===== src/hw/flss_map.svh =====
// Constants for the fuse, lock and signature store.
//
// Functional notes
// RL1 - Boot mode 1: no boot section restrictions.
// RL2 - Boot mode 2: store instruction cannot write boot.
// RL3 - Boot mode 3: block boot writes, application-issued boot reads.
// RL4 - Boot mode 4: block only application-issued boot reads.
// RL5 - Modes 3/4, application vectors: mask interrupts in boot.
// RL6 - Bits read one unprogrammed, zero programmed.
// RL7 - Upper fuse byte layout and defaults.
// RL8 - Lower fuse byte layout and defaults.
// RL9 - Serial programming cannot alter its enable fuse.
// RL10 - Debug fuse keeps clocks running in sleep.
// RL11 - Default boot size selects largest boot section.
// RL12 - Defaults: longest start-up, internal 1MHz RC.
// RL13 - Chip erase leaves fuses unchanged.
// RL14 - Memory lock bit one programmed freezes fuses.
// RL15 - Host programs fuses before lock bits.
// RL16 - Fuses latch on programming entry, apply after exit; the code applies changes only at the next entry.
// RL17 - EEPROM preserve fuse acts at once.
// RL18 - Fuses also latch at power-up, normal mode.
// RL19 - Three signature bytes readable, even when locked.
// RL20 - Four calibration bytes for 1, 2, 4, 8 MHz.
// RL21 - Reset loads 1MHz calibration into trim register.
// RL22 - Flash: 128 pages of 64 words.
// RL23 - EEPROM: 128 pages of 4 bytes.
// RL24 - Lock bits return to one only by erase.
// RL25 - Application lower lock bit blocks application writes.
// RL26 - Latched fuses stay stable between latch events.
`ifndef FLSS_MAP_SVH
`define FLSS_MAP_SVH

// ----------------------------------------------------------------
// Fuse defaults and positions
// ----------------------------------------------------------------
`define FLSS_FUSE_HI_DEFAULT 8'h99
`define FLSS_FUSE_LO_DEFAULT 8'he1
`define FLSS_HI_SERIAL_PROGRAM_ENABLE_FUSE_BIT    5
`define FLSS_HI_EEPROM_PRESERVE_FUSE_BIT   3

// ----------------------------------------------------------------
// Lock byte positions and default
// ----------------------------------------------------------------
`define FLSS_LOCK_DEFAULT    8'hff
`define FLSS_LOCK_BOOT_UP    5
`define FLSS_LOCK_BOOT_LO    4
`define FLSS_LOCK_APP_UP     3
`define FLSS_LOCK_APP_LO     2
`define FLSS_LOCK_MEM_ONE    0

// ----------------------------------------------------------------
// Signature row addresses
// ----------------------------------------------------------------
`define FLSS_SIG_ADDR_0      2'h0
`define FLSS_SIG_ADDR_1      2'h1
`define FLSS_SIG_ADDR_2      2'h2

// ----------------------------------------------------------------
// Memory geometry
// ----------------------------------------------------------------
`define FLSS_FLASH_WORDS     14'h2000
`define FLSS_BOOT_MIN_WORDS  14'h0080
`define FLSS_PC_TOP_BIT      12
`define FLSS_PAGE_WORD_BITS  6
`define FLSS_EE_TOP_BIT      8
`define FLSS_EE_BYTE_BITS    2

`endif


===== src/hw/flss_pkg.sv =====
// Types shared by the fuse, lock and signature store.
package flss_pkg;

  // Upper fuse byte, bit 7 first.
  typedef struct packed {
    logic debug_enable_fuse;
    logic boundary_port_enable_fuse;
    logic serial_program_enable_fuse;
    logic oscillator_option_fuse;
    logic eeprom_preserve_fuse;
    logic boot_size_upper;
    logic boot_size_lower;
    logic reset_vector_select;
  } flss_fuse_hi_t;

  // Lower fuse byte, bit 7 first.
  typedef struct packed {
    logic brownout_level_fuse;
    logic brownout_enable_fuse;
    logic startup_time_upper;
    logic startup_time_lower;
    logic clock_source_bit3;
    logic clock_source_bit2;
    logic clock_source_bit1;
    logic clock_source_bit0;
  } flss_fuse_lo_t;

  // Programming interface operations.
  typedef enum logic [3:0] {
    FLSS_OP_WR_FUSE_LO,
    FLSS_OP_WR_FUSE_HI,
    FLSS_OP_WR_LOCK,
    FLSS_OP_CHIP_ERASE,
    FLSS_OP_RD_SIG,
    FLSS_OP_RD_CAL,
    FLSS_OP_RD_FUSE_LO,
    FLSS_OP_RD_FUSE_HI,
    FLSS_OP_RD_LOCK
  } flss_op_t;

  // One programming request.
  typedef struct packed {
    flss_op_t   op;
    logic [7:0] data;
    logic [1:0] addr;
  } flss_cmd_t;

endpackage


===== src/hw/flss_store.sv =====
// Fuse, lock, signature and calibration store with section protection.
`timescale 1ns/10ps
`default_nettype none
`include "flss_map.svh"

module flss_store
  import flss_pkg::*;
#(
  parameter logic [7:0] SIG_BYTE_0 = 8'h5a,  // Arbitrary value.
  parameter logic [7:0] SIG_BYTE_1 = 8'ha5,  // Arbitrary value.
  parameter logic [7:0] SIG_BYTE_2 = 8'h3c,  // Arbitrary value.
  parameter logic [7:0] CAL_1MHZ   = 8'h80,
  parameter logic [7:0] CAL_2MHZ   = 8'h81,
  parameter logic [7:0] CAL_4MHZ   = 8'h82,
  parameter logic [7:0] CAL_8MHZ   = 8'h83
) (
  // Clock, reset and enable.
  input  wire logic          clk_i,
  input  wire logic          rst_n_i,
  input  wire logic          ce_i,
  // Programming interface.
  input  wire logic          prog_mode_i,
  input  wire logic          serial_mode_i,
  input  wire logic          cmd_valid_i,
  input  wire flss_cmd_t     cmd_i,
  output logic               rd_valid_o,
  output logic [7:0]         rd_data_o,
  output logic               chip_erase_o,
  output logic               eeprom_erase_o,
  // Processor core.
  input  wire logic [12:0]   exec_addr_i,
  input  wire logic [12:0]   target_addr_i,
  input  wire logic          spm_req_i,
  input  wire logic          lpm_req_i,
  input  wire logic          vectors_in_boot_i,
  output logic               spm_allow_o,
  output logic               lpm_allow_o,
  output logic               irq_block_o,
  input  wire logic          trim_we_i,
  input  wire logic [7:0]    trim_wdata_i,
  output logic [7:0]         oscillator_trim_register_o,
  // Geometry decode.
  input  wire logic [8:0]    eeprom_byte_address_i,
  output logic [6:0]         page_select_index_o,
  output logic [5:0]         page_word_index_o,
  output logic [6:0]         ee_page_index_o,
  output logic [1:0]         ee_byte_index_o,
  // Latched configuration.
  output flss_fuse_hi_t      fuse_hi_o,
  output flss_fuse_lo_t      fuse_lo_o,
  output logic               eeprom_preserve_o,
  output logic               clk_keep_sleep_o
);

  // ----------------------------------------------------------------
  // Stored and latched configuration
  // ----------------------------------------------------------------
  logic [7:0]    fuse_hi_ff;
  logic [7:0]    fuse_lo_ff;
  logic [7:0]    lock_ff;
  flss_fuse_hi_t lat_hi_ff;
  flss_fuse_lo_t lat_lo_ff;
  logic          prog_prev_ff;
  logic          pwrup_ff;
  logic [7:0]    nxt_fuse_hi;
  logic [7:0]    nxt_fuse_lo;
  logic [7:0]    nxt_lock;
  flss_fuse_hi_t nxt_lat_hi;
  flss_fuse_lo_t nxt_lat_lo;
  logic          nxt_prog_prev;
  logic          nxt_pwrup;
  logic          prog_entry;
  logic          fuse_wr_ok;
  logic          cmd_take;

  // Requests are only taken in programming mode.
  assign cmd_take   = cmd_valid_i && prog_mode_i;
  assign prog_entry = prog_mode_i && !prog_prev_ff;
  assign fuse_wr_ok = lock_ff[`FLSS_LOCK_MEM_ONE];  // RL14

  // Next values of the non-volatile bytes and their latched copies.
  always_comb begin
    nxt_fuse_hi   = fuse_hi_ff;
    nxt_fuse_lo   = fuse_lo_ff;
    nxt_lock      = lock_ff;
    nxt_lat_hi    = lat_hi_ff;
    nxt_lat_lo    = lat_lo_ff;
    nxt_prog_prev = prog_mode_i;
    nxt_pwrup     = 1'b0;
    if (cmd_take) begin
      unique case (cmd_i.op)
        FLSS_OP_WR_FUSE_LO: begin
          if (fuse_wr_ok) begin  // RL14
            nxt_fuse_lo = cmd_i.data;
          end
        end
        FLSS_OP_WR_FUSE_HI: begin
          if (fuse_wr_ok) begin  // RL14
            nxt_fuse_hi = cmd_i.data;
            if (serial_mode_i) begin
              // The serial interface keeps its own enable untouched.
              nxt_fuse_hi[`FLSS_HI_SERIAL_PROGRAM_ENABLE_FUSE_BIT] = fuse_hi_ff[`FLSS_HI_SERIAL_PROGRAM_ENABLE_FUSE_BIT];  // RL9
            end
          end
        end
        FLSS_OP_WR_LOCK: begin
          // Writes can only program bits, never release them.
          nxt_lock = lock_ff & cmd_i.data;  // RL24
        end
        FLSS_OP_CHIP_ERASE: begin
          // Erase releases every lock bit and leaves the fuses alone.
          nxt_lock = `FLSS_LOCK_DEFAULT;  // RL24 RL13
        end
        default: begin
        end
      endcase
    end
    // Latch on entry to programming mode, or once at power-up in normal mode.
    if (prog_entry || (pwrup_ff && !prog_mode_i)) begin  // RL16 RL18
      nxt_lat_hi = flss_fuse_hi_t'(fuse_hi_ff);
      nxt_lat_lo = flss_fuse_lo_t'(fuse_lo_ff);
    end
  end

  // Registers for the stored and latched bytes; defaults after reset.
  always_ff @(posedge clk_i) begin
    if (!rst_n_i) begin
      fuse_hi_ff   <= `FLSS_FUSE_HI_DEFAULT;  // RL7 RL11
      fuse_lo_ff   <= `FLSS_FUSE_LO_DEFAULT;  // RL8 RL12
      lock_ff      <= `FLSS_LOCK_DEFAULT;
      lat_hi_ff    <= flss_fuse_hi_t'(`FLSS_FUSE_HI_DEFAULT);
      lat_lo_ff    <= flss_fuse_lo_t'(`FLSS_FUSE_LO_DEFAULT);
      prog_prev_ff <= 1'b0;
      pwrup_ff     <= 1'b1;
    end else if (ce_i) begin
      fuse_hi_ff   <= nxt_fuse_hi;
      fuse_lo_ff   <= nxt_fuse_lo;
      lock_ff      <= nxt_lock;
      lat_hi_ff    <= nxt_lat_hi;  // RL26
      lat_lo_ff    <= nxt_lat_lo;
      prog_prev_ff <= nxt_prog_prev;
      pwrup_ff     <= nxt_pwrup;
    end
  end

  // Latched fuses go out unchanged between latch events.
  assign fuse_hi_o = lat_hi_ff;  // RL26
  assign fuse_lo_o = lat_lo_ff;
  // The preserve fuse counts as soon as it is programmed in the store.
  assign eeprom_preserve_o = !(lat_hi_ff.eeprom_preserve_fuse &&
                               fuse_hi_ff[`FLSS_HI_EEPROM_PRESERVE_FUSE_BIT]);  // RL17 RL6
  // A programmed debug fuse reads zero and keeps sleep clocks alive.
  assign clk_keep_sleep_o = !lat_hi_ff.debug_enable_fuse;  // RL10 RL6

  // ----------------------------------------------------------------
  // Read answers and erase strobes
  // ----------------------------------------------------------------
  logic       rd_valid_ff;
  logic [7:0] rd_data_ff;
  logic       erase_ff;
  logic       ee_erase_ff;
  logic       nxt_rd_valid;
  logic [7:0] nxt_rd_data;
  logic       nxt_erase;
  logic       nxt_ee_erase;

  // Read data selection; signature reads ignore the lock state.
  always_comb begin
    nxt_rd_valid = 1'b0;
    nxt_rd_data  = rd_data_ff;
    nxt_erase    = 1'b0;
    nxt_ee_erase = 1'b0;
    if (cmd_take) begin
      unique case (cmd_i.op)
        FLSS_OP_RD_SIG: begin
          nxt_rd_valid = 1'b1;
          unique case (cmd_i.addr)  // RL19
            `FLSS_SIG_ADDR_0: nxt_rd_data = SIG_BYTE_0;
            `FLSS_SIG_ADDR_1: nxt_rd_data = SIG_BYTE_1;
            `FLSS_SIG_ADDR_2: nxt_rd_data = SIG_BYTE_2;
            default:          nxt_rd_data = 8'h00;
          endcase
        end
        FLSS_OP_RD_CAL: begin
          nxt_rd_valid = 1'b1;
          unique case (cmd_i.addr)  // RL20
            2'h0:    nxt_rd_data = CAL_1MHZ;
            2'h1:    nxt_rd_data = CAL_2MHZ;
            2'h2:    nxt_rd_data = CAL_4MHZ;
            default: nxt_rd_data = CAL_8MHZ;
          endcase
        end
        FLSS_OP_RD_FUSE_LO: begin
          nxt_rd_valid = 1'b1;
          nxt_rd_data  = fuse_lo_ff;  // RL6
        end
        FLSS_OP_RD_FUSE_HI: begin
          nxt_rd_valid = 1'b1;
          nxt_rd_data  = fuse_hi_ff;
        end
        FLSS_OP_RD_LOCK: begin
          nxt_rd_valid = 1'b1;
          nxt_rd_data  = lock_ff;
        end
        FLSS_OP_CHIP_ERASE: begin
          nxt_erase    = 1'b1;
          nxt_ee_erase = !eeprom_preserve_o;  // RL17
        end
        default: begin
        end
      endcase
    end
  end

  // Registers for read answers and strobes.
  always_ff @(posedge clk_i) begin
    if (!rst_n_i) begin
      rd_valid_ff <= 1'b0;
      rd_data_ff  <= 8'h00;
      erase_ff    <= 1'b0;
      ee_erase_ff <= 1'b0;
    end else if (ce_i) begin
      rd_valid_ff <= nxt_rd_valid;
      rd_data_ff  <= nxt_rd_data;
      erase_ff    <= nxt_erase;
      ee_erase_ff <= nxt_ee_erase;
    end
  end

  assign rd_valid_o     = rd_valid_ff;
  assign rd_data_o      = rd_data_ff;
  assign chip_erase_o   = erase_ff;
  assign eeprom_erase_o = ee_erase_ff;

  // ----------------------------------------------------------------
  // Oscillator trim register
  // ----------------------------------------------------------------
  logic [7:0] trim_ff;
  logic [7:0] nxt_trim;

  // Software loads the other frequencies' values itself.
  always_comb begin
    nxt_trim = trim_ff;
    if (trim_we_i) begin
      nxt_trim = trim_wdata_i;
    end
  end

  // Reset places the 1MHz value.
  always_ff @(posedge clk_i) begin
    if (!rst_n_i) begin
      trim_ff <= CAL_1MHZ;  // RL21
    end else if (ce_i) begin
      trim_ff <= nxt_trim;
    end
  end

  assign oscillator_trim_register_o = trim_ff;

  // ----------------------------------------------------------------
  // Section protection and geometry
  // ----------------------------------------------------------------
  logic [13:0] boot_words;
  logic [13:0] boot_start;
  logic        tgt_in_boot;
  logic        exe_in_boot;
  logic [1:0]  boot_mode;
  logic [1:0]  app_mode;

  // Boot size from the latched fuses; both bits programmed gives the largest.
  assign boot_words  = `FLSS_BOOT_MIN_WORDS <<
                       (~{lat_hi_ff.boot_size_upper, lat_hi_ff.boot_size_lower});  // RL11
  assign boot_start  = `FLSS_FLASH_WORDS - boot_words;
  assign tgt_in_boot = {1'b0, target_addr_i} >= boot_start;
  assign exe_in_boot = {1'b0, exec_addr_i} >= boot_start;
  assign boot_mode   = {lock_ff[`FLSS_LOCK_BOOT_UP], lock_ff[`FLSS_LOCK_BOOT_LO]};
  assign app_mode    = {lock_ff[`FLSS_LOCK_APP_UP], lock_ff[`FLSS_LOCK_APP_LO]};

  // Store instruction permission per section.
  always_comb begin
    spm_allow_o = 1'b1;  // RL1
    if (tgt_in_boot && !boot_mode[0]) begin
      spm_allow_o = 1'b0;  // RL2 RL3
    end
    if (!tgt_in_boot && !app_mode[0]) begin
      spm_allow_o = 1'b0;  // RL25
    end
  end

  // Load instruction permission; cross-section reads are checked only.
  always_comb begin
    lpm_allow_o = 1'b1;  // RL1
    if (tgt_in_boot && !exe_in_boot && !boot_mode[1]) begin
      lpm_allow_o = 1'b0;  // RL3 RL4
    end
    if (!tgt_in_boot && exe_in_boot && !app_mode[1]) begin
      lpm_allow_o = 1'b0;
    end
  end

  // Interrupt masking while running in the protected section.
  assign irq_block_o = (!boot_mode[1] && !vectors_in_boot_i && exe_in_boot) ||
                       (!app_mode[1] && vectors_in_boot_i && !exe_in_boot);  // RL5

  // Page split of flash and EEPROM addresses.
  assign page_select_index_o = target_addr_i[`FLSS_PC_TOP_BIT:`FLSS_PAGE_WORD_BITS];  // RL22
  assign page_word_index_o   = target_addr_i[`FLSS_PAGE_WORD_BITS-1:0];
  assign ee_page_index_o     = eeprom_byte_address_i[`FLSS_EE_TOP_BIT:`FLSS_EE_BYTE_BITS];  // RL23
  assign ee_byte_index_o     = eeprom_byte_address_i[`FLSS_EE_BYTE_BITS-1:0];
endmodule
`default_nettype wire


===== config.mk =====
export PLATFORM = sky130hd
export DESIGN_NAME = flss_store
export DESIGN_NICKNAME = d
export VERILOG_FILES = /design/src/hw/flss_pkg.sv /design/src/hw/flss_store.sv
export VERILOG_INCLUDE_DIRS = /design/src /design/src/hw
export SDC_FILE = /design/constraint.sdc
export NUM_CORES = 1
export LEC_CHECK = 0
export ABC_AREA = 1
export ABC_CLOCK_PERIOD_IN_PS = 4500
export BUFFER_PORTS_ARGS = -buffer_cell sky130_fd_sc_hd__buf_2
export CAP_MARGIN = 10
export CORE_AREA = 3 3 59 116
export DETAILED_ROUTE_END_ITERATION = 16
export DIE_AREA = 0 0 62 119
export GPL_ROUTABILITY_DRIVEN = 0
export PLACE_DENSITY = 0.87
export REMOVE_ABC_BUFFERS = 1
export SYNTH_ARGS = -nofsm -noshare
export SYNTH_HDL_FRONTEND = slang
export SYNTH_SLANG_ARGS = --single-unit

===== constraint.sdc =====
create_clock -name clk_i -period 4.5 [get_ports clk_i]
set_clock_uncertainty 0.2 [all_clocks]
set_input_delay 0.45 -clock clk_i [delete_from_list [all_inputs] [get_ports clk_i]]
set_output_delay 0.45 -clock clk_i [all_outputs]
set_load 0.01 [all_outputs]

==> out/results.tsv <==
metric	value	unit
Final HPWL DP	6.444	mm
Die W	62	um
Post-Syn Area	0.003142	mm^2
post-synthesis instance total	449	
Num CTS Buffers	9	
Slew @ Worst Pin	0.7864	ns
worst vdd ir	294.7	uV
CP startpoint	fuse_hi_o[2]	
RSZ-0062 raised after global routing	false	
Worst Path Buf+Inv	4	
setup ws final	1.487	ns
CTS resizes	0	
max-slew headroom at the worst pin	0.4757	
hold_ws	0.1418	ns
grt ovf	0	
Worst EP arrival	2.36	ns
Final setup violation count	0	
YS warnings	0	
first-pass GRT wire length	13.31	mm
Diodes inserted	0	
Avg Vias per Cell	5.160	
max-cap violations	0	
status	finished, final reports clean	
startpoint types	flop	
die height	119	um
CTS root buffer	clkbuf_16	
Post-synth EDFFs	0	
Core Util, Final	0.6242	
DRC	0	
vias in the first global route	3030	
hold path startpoint	trim_wdata_i[7]	
Final nets	600	
CTS hold repair buffers	0	
crit-path max cell delay	0.40	ns
setup TNS	0	ns
CTS Sinks	61	
hold crit path type	in -> reg	
commonest non-fill, non-tap cell in the layout	nand2_1	
ANT nets after route	0	
Die ar.	0.007378	mm^2
wire per inst	13.97	um
antenna violations before repair	0	
Top FF cell, synth	dfxtp_1	
area share of the largest cell type after synthesis	0.3887	
clk_lat worst skew	0.33	ns
Area Growth Syn to Fin	20.31	%
CP Cell Sequence	nand2_1 -> ha_1 -> nand2_1 -> inv_1 -> ha_1 -> nand2_1 -> inv_1 -> o21ai_0 -> inv_1 -> nor2_1 -> nand2_1 -> o21ai_0 -> buf_2	
DR pass1 iterations	4	
pre-CTS setup slack	1.849	ns
Yosys top cell by area	dfxtp_1	
Synth cell types	32	
commonest cells after routing, fill and taps aside	nand2_1, buf_2, nor2_1, dfxtp_1, inv_1	
Global Route Usage Sum	0.2403	
Reg clk slew, reported paths	0.05	ns
CORE AREA	0.006056	mm^2
Max Freq	331.9	MHz
Slew Viols, Final	0	
WP data required	3.85	ns
register area share after synthesis	0.3887	
number of I/O pins	129	
PortBufs	90	
cell row count	40	
Reg-to-Reg Start	pwrup_ff	
Mapped Avg Cell Area	6.997	um^2
Setup crit end kind	output port	
via count	3137	
fraction of layout cells with a size suffix above 1	0.2214	
CP Max Fanout	6	
largest cells by area after synthesis	dfxtp_1, nand2_1, nor2_1, inv_1, o21ai_0	
Initial Utilization	0.5188	
Crit Path Class	reg -> out	
Slowest-stage cell, CP	dfxtp_1	
Lkg Pwr	2.043	nW
Post-CTS Setup Inserts	0	
CTS tree	done	
synthesis-stage register bit count	61	
fin crit period	3.013	ns
Routed WL	8.491	mm
CP most frequent cell	nand2_1	
crit share post-route	0.6696	
Power Density	375.6	mW/mm^2
delay-heaviest family, CP	simple AND/OR/NAND/NOR gates	
CTS Buffer Depth	2	
H-tree Lvls	3	
largest net degree at the start of global routing	40	
First DRT Iteration DRCs	205	
final hold vios	0	
Post-synth ARST share	0	
[routing by layer]
layer	share of wire	global-route usage	up-vias
li1	-	-	1548
met1	0.33	0.2137	1404
met2	0.53	0.4045	137
met3	0.078	0.09544	46
met4	0.058	0.1620	2
met5	0.0054	0.05882	-
[where the power goes]
group / internal, mW / switching, mW / total (mW)
logic: 0.0672 / 0.112 / 0.179
registers: 0.562 / 0.0107 / 0.572
clock network: 0.444 / 0.224 / 0.668
[synthesized netlist by cell type (2+ instances only)]
cell,n
nand2_1,96
nand3_1,30
inv_1,58
a21oi_1,14
o21ai_0,36
o21ai_1,2
o211ai_1,10
clkbuf_1,5
a211oi_1,3
buf_2,2
dfxtp_1,61
nor3_1,2
nor2_2,4
nor2_1,69
nand4_1,7
buf_4,22
ha_1,13
[layout make-up]
cell class	count	area (um^2)
Multi-Input combinational cell	298	1480
Timing Repair Buffer	90	450.4
Clock buffer	15	297.8
Inverter	60	225.2
Fill cell	547	2276
Sequential cell	61	1221
Tap cell	84	105.1
[flip-flops by register name (all words and copies together), names as in the netlist, 8 cells and up]
| register | flops |
|---|---|
| fuse_lo_o | 8 |
| fuse_hi_o | 8 |
| fuse_lo_ff | 8 |
| rd_data_o | 8 |
| lock_ff | 8 |
| oscillator_trim_register_o | 8 |
| fuse_hi_ff | 8 |
[worst reg2reg max path: stages, from the launching register on]
cell      delay [ns]
dfxtp_1         0.31
nor2_1          0.11
a21oi_1         0.05
nand2_1         0.35
clkinv_1        0.53
o21ai_0         0.35
a21oi_1         0.07
[stage by stage]
stage | cell area [um^2] | power (mW) | instances
final | 3780 | 1.420 | 608
after global routing | 3780 | 1.474 | 608
after CTS | 3780 | 1.422 | 608
after detailed placement | 3482 | 0.7595 | 593
after global placement | 3482 | 0.7520 | 593
after floorplan | 2927 | 0.6804 | 419
[path summary, 6_finish.rpt]
check	cells past startpoint	slack (ns)	endpoint
worst max register to register	6	2.41	fuse_lo_o[2]
worst max-delay path	13	1.49	spm_allow_o
worst min-delay path	3	0.14	oscillator_trim_register_o[7]
worst min register to register	2	0.26	pwrup_ff
[cell families (layout without fill, tap and decap cells)]
kind of cell,after synthesis,after routing,synth area share
adders and majority gates,13,13,0.05177
other,1,2,0.001194
AOI/OAI and AO/OA,68,68,0.1239
DFF,61,61,0.3887
buffers and inverters,91,165,0.1414
and+or+nand+nor,215,215,0.2931
Note: power is estimated with default switching activity, not from simulation.
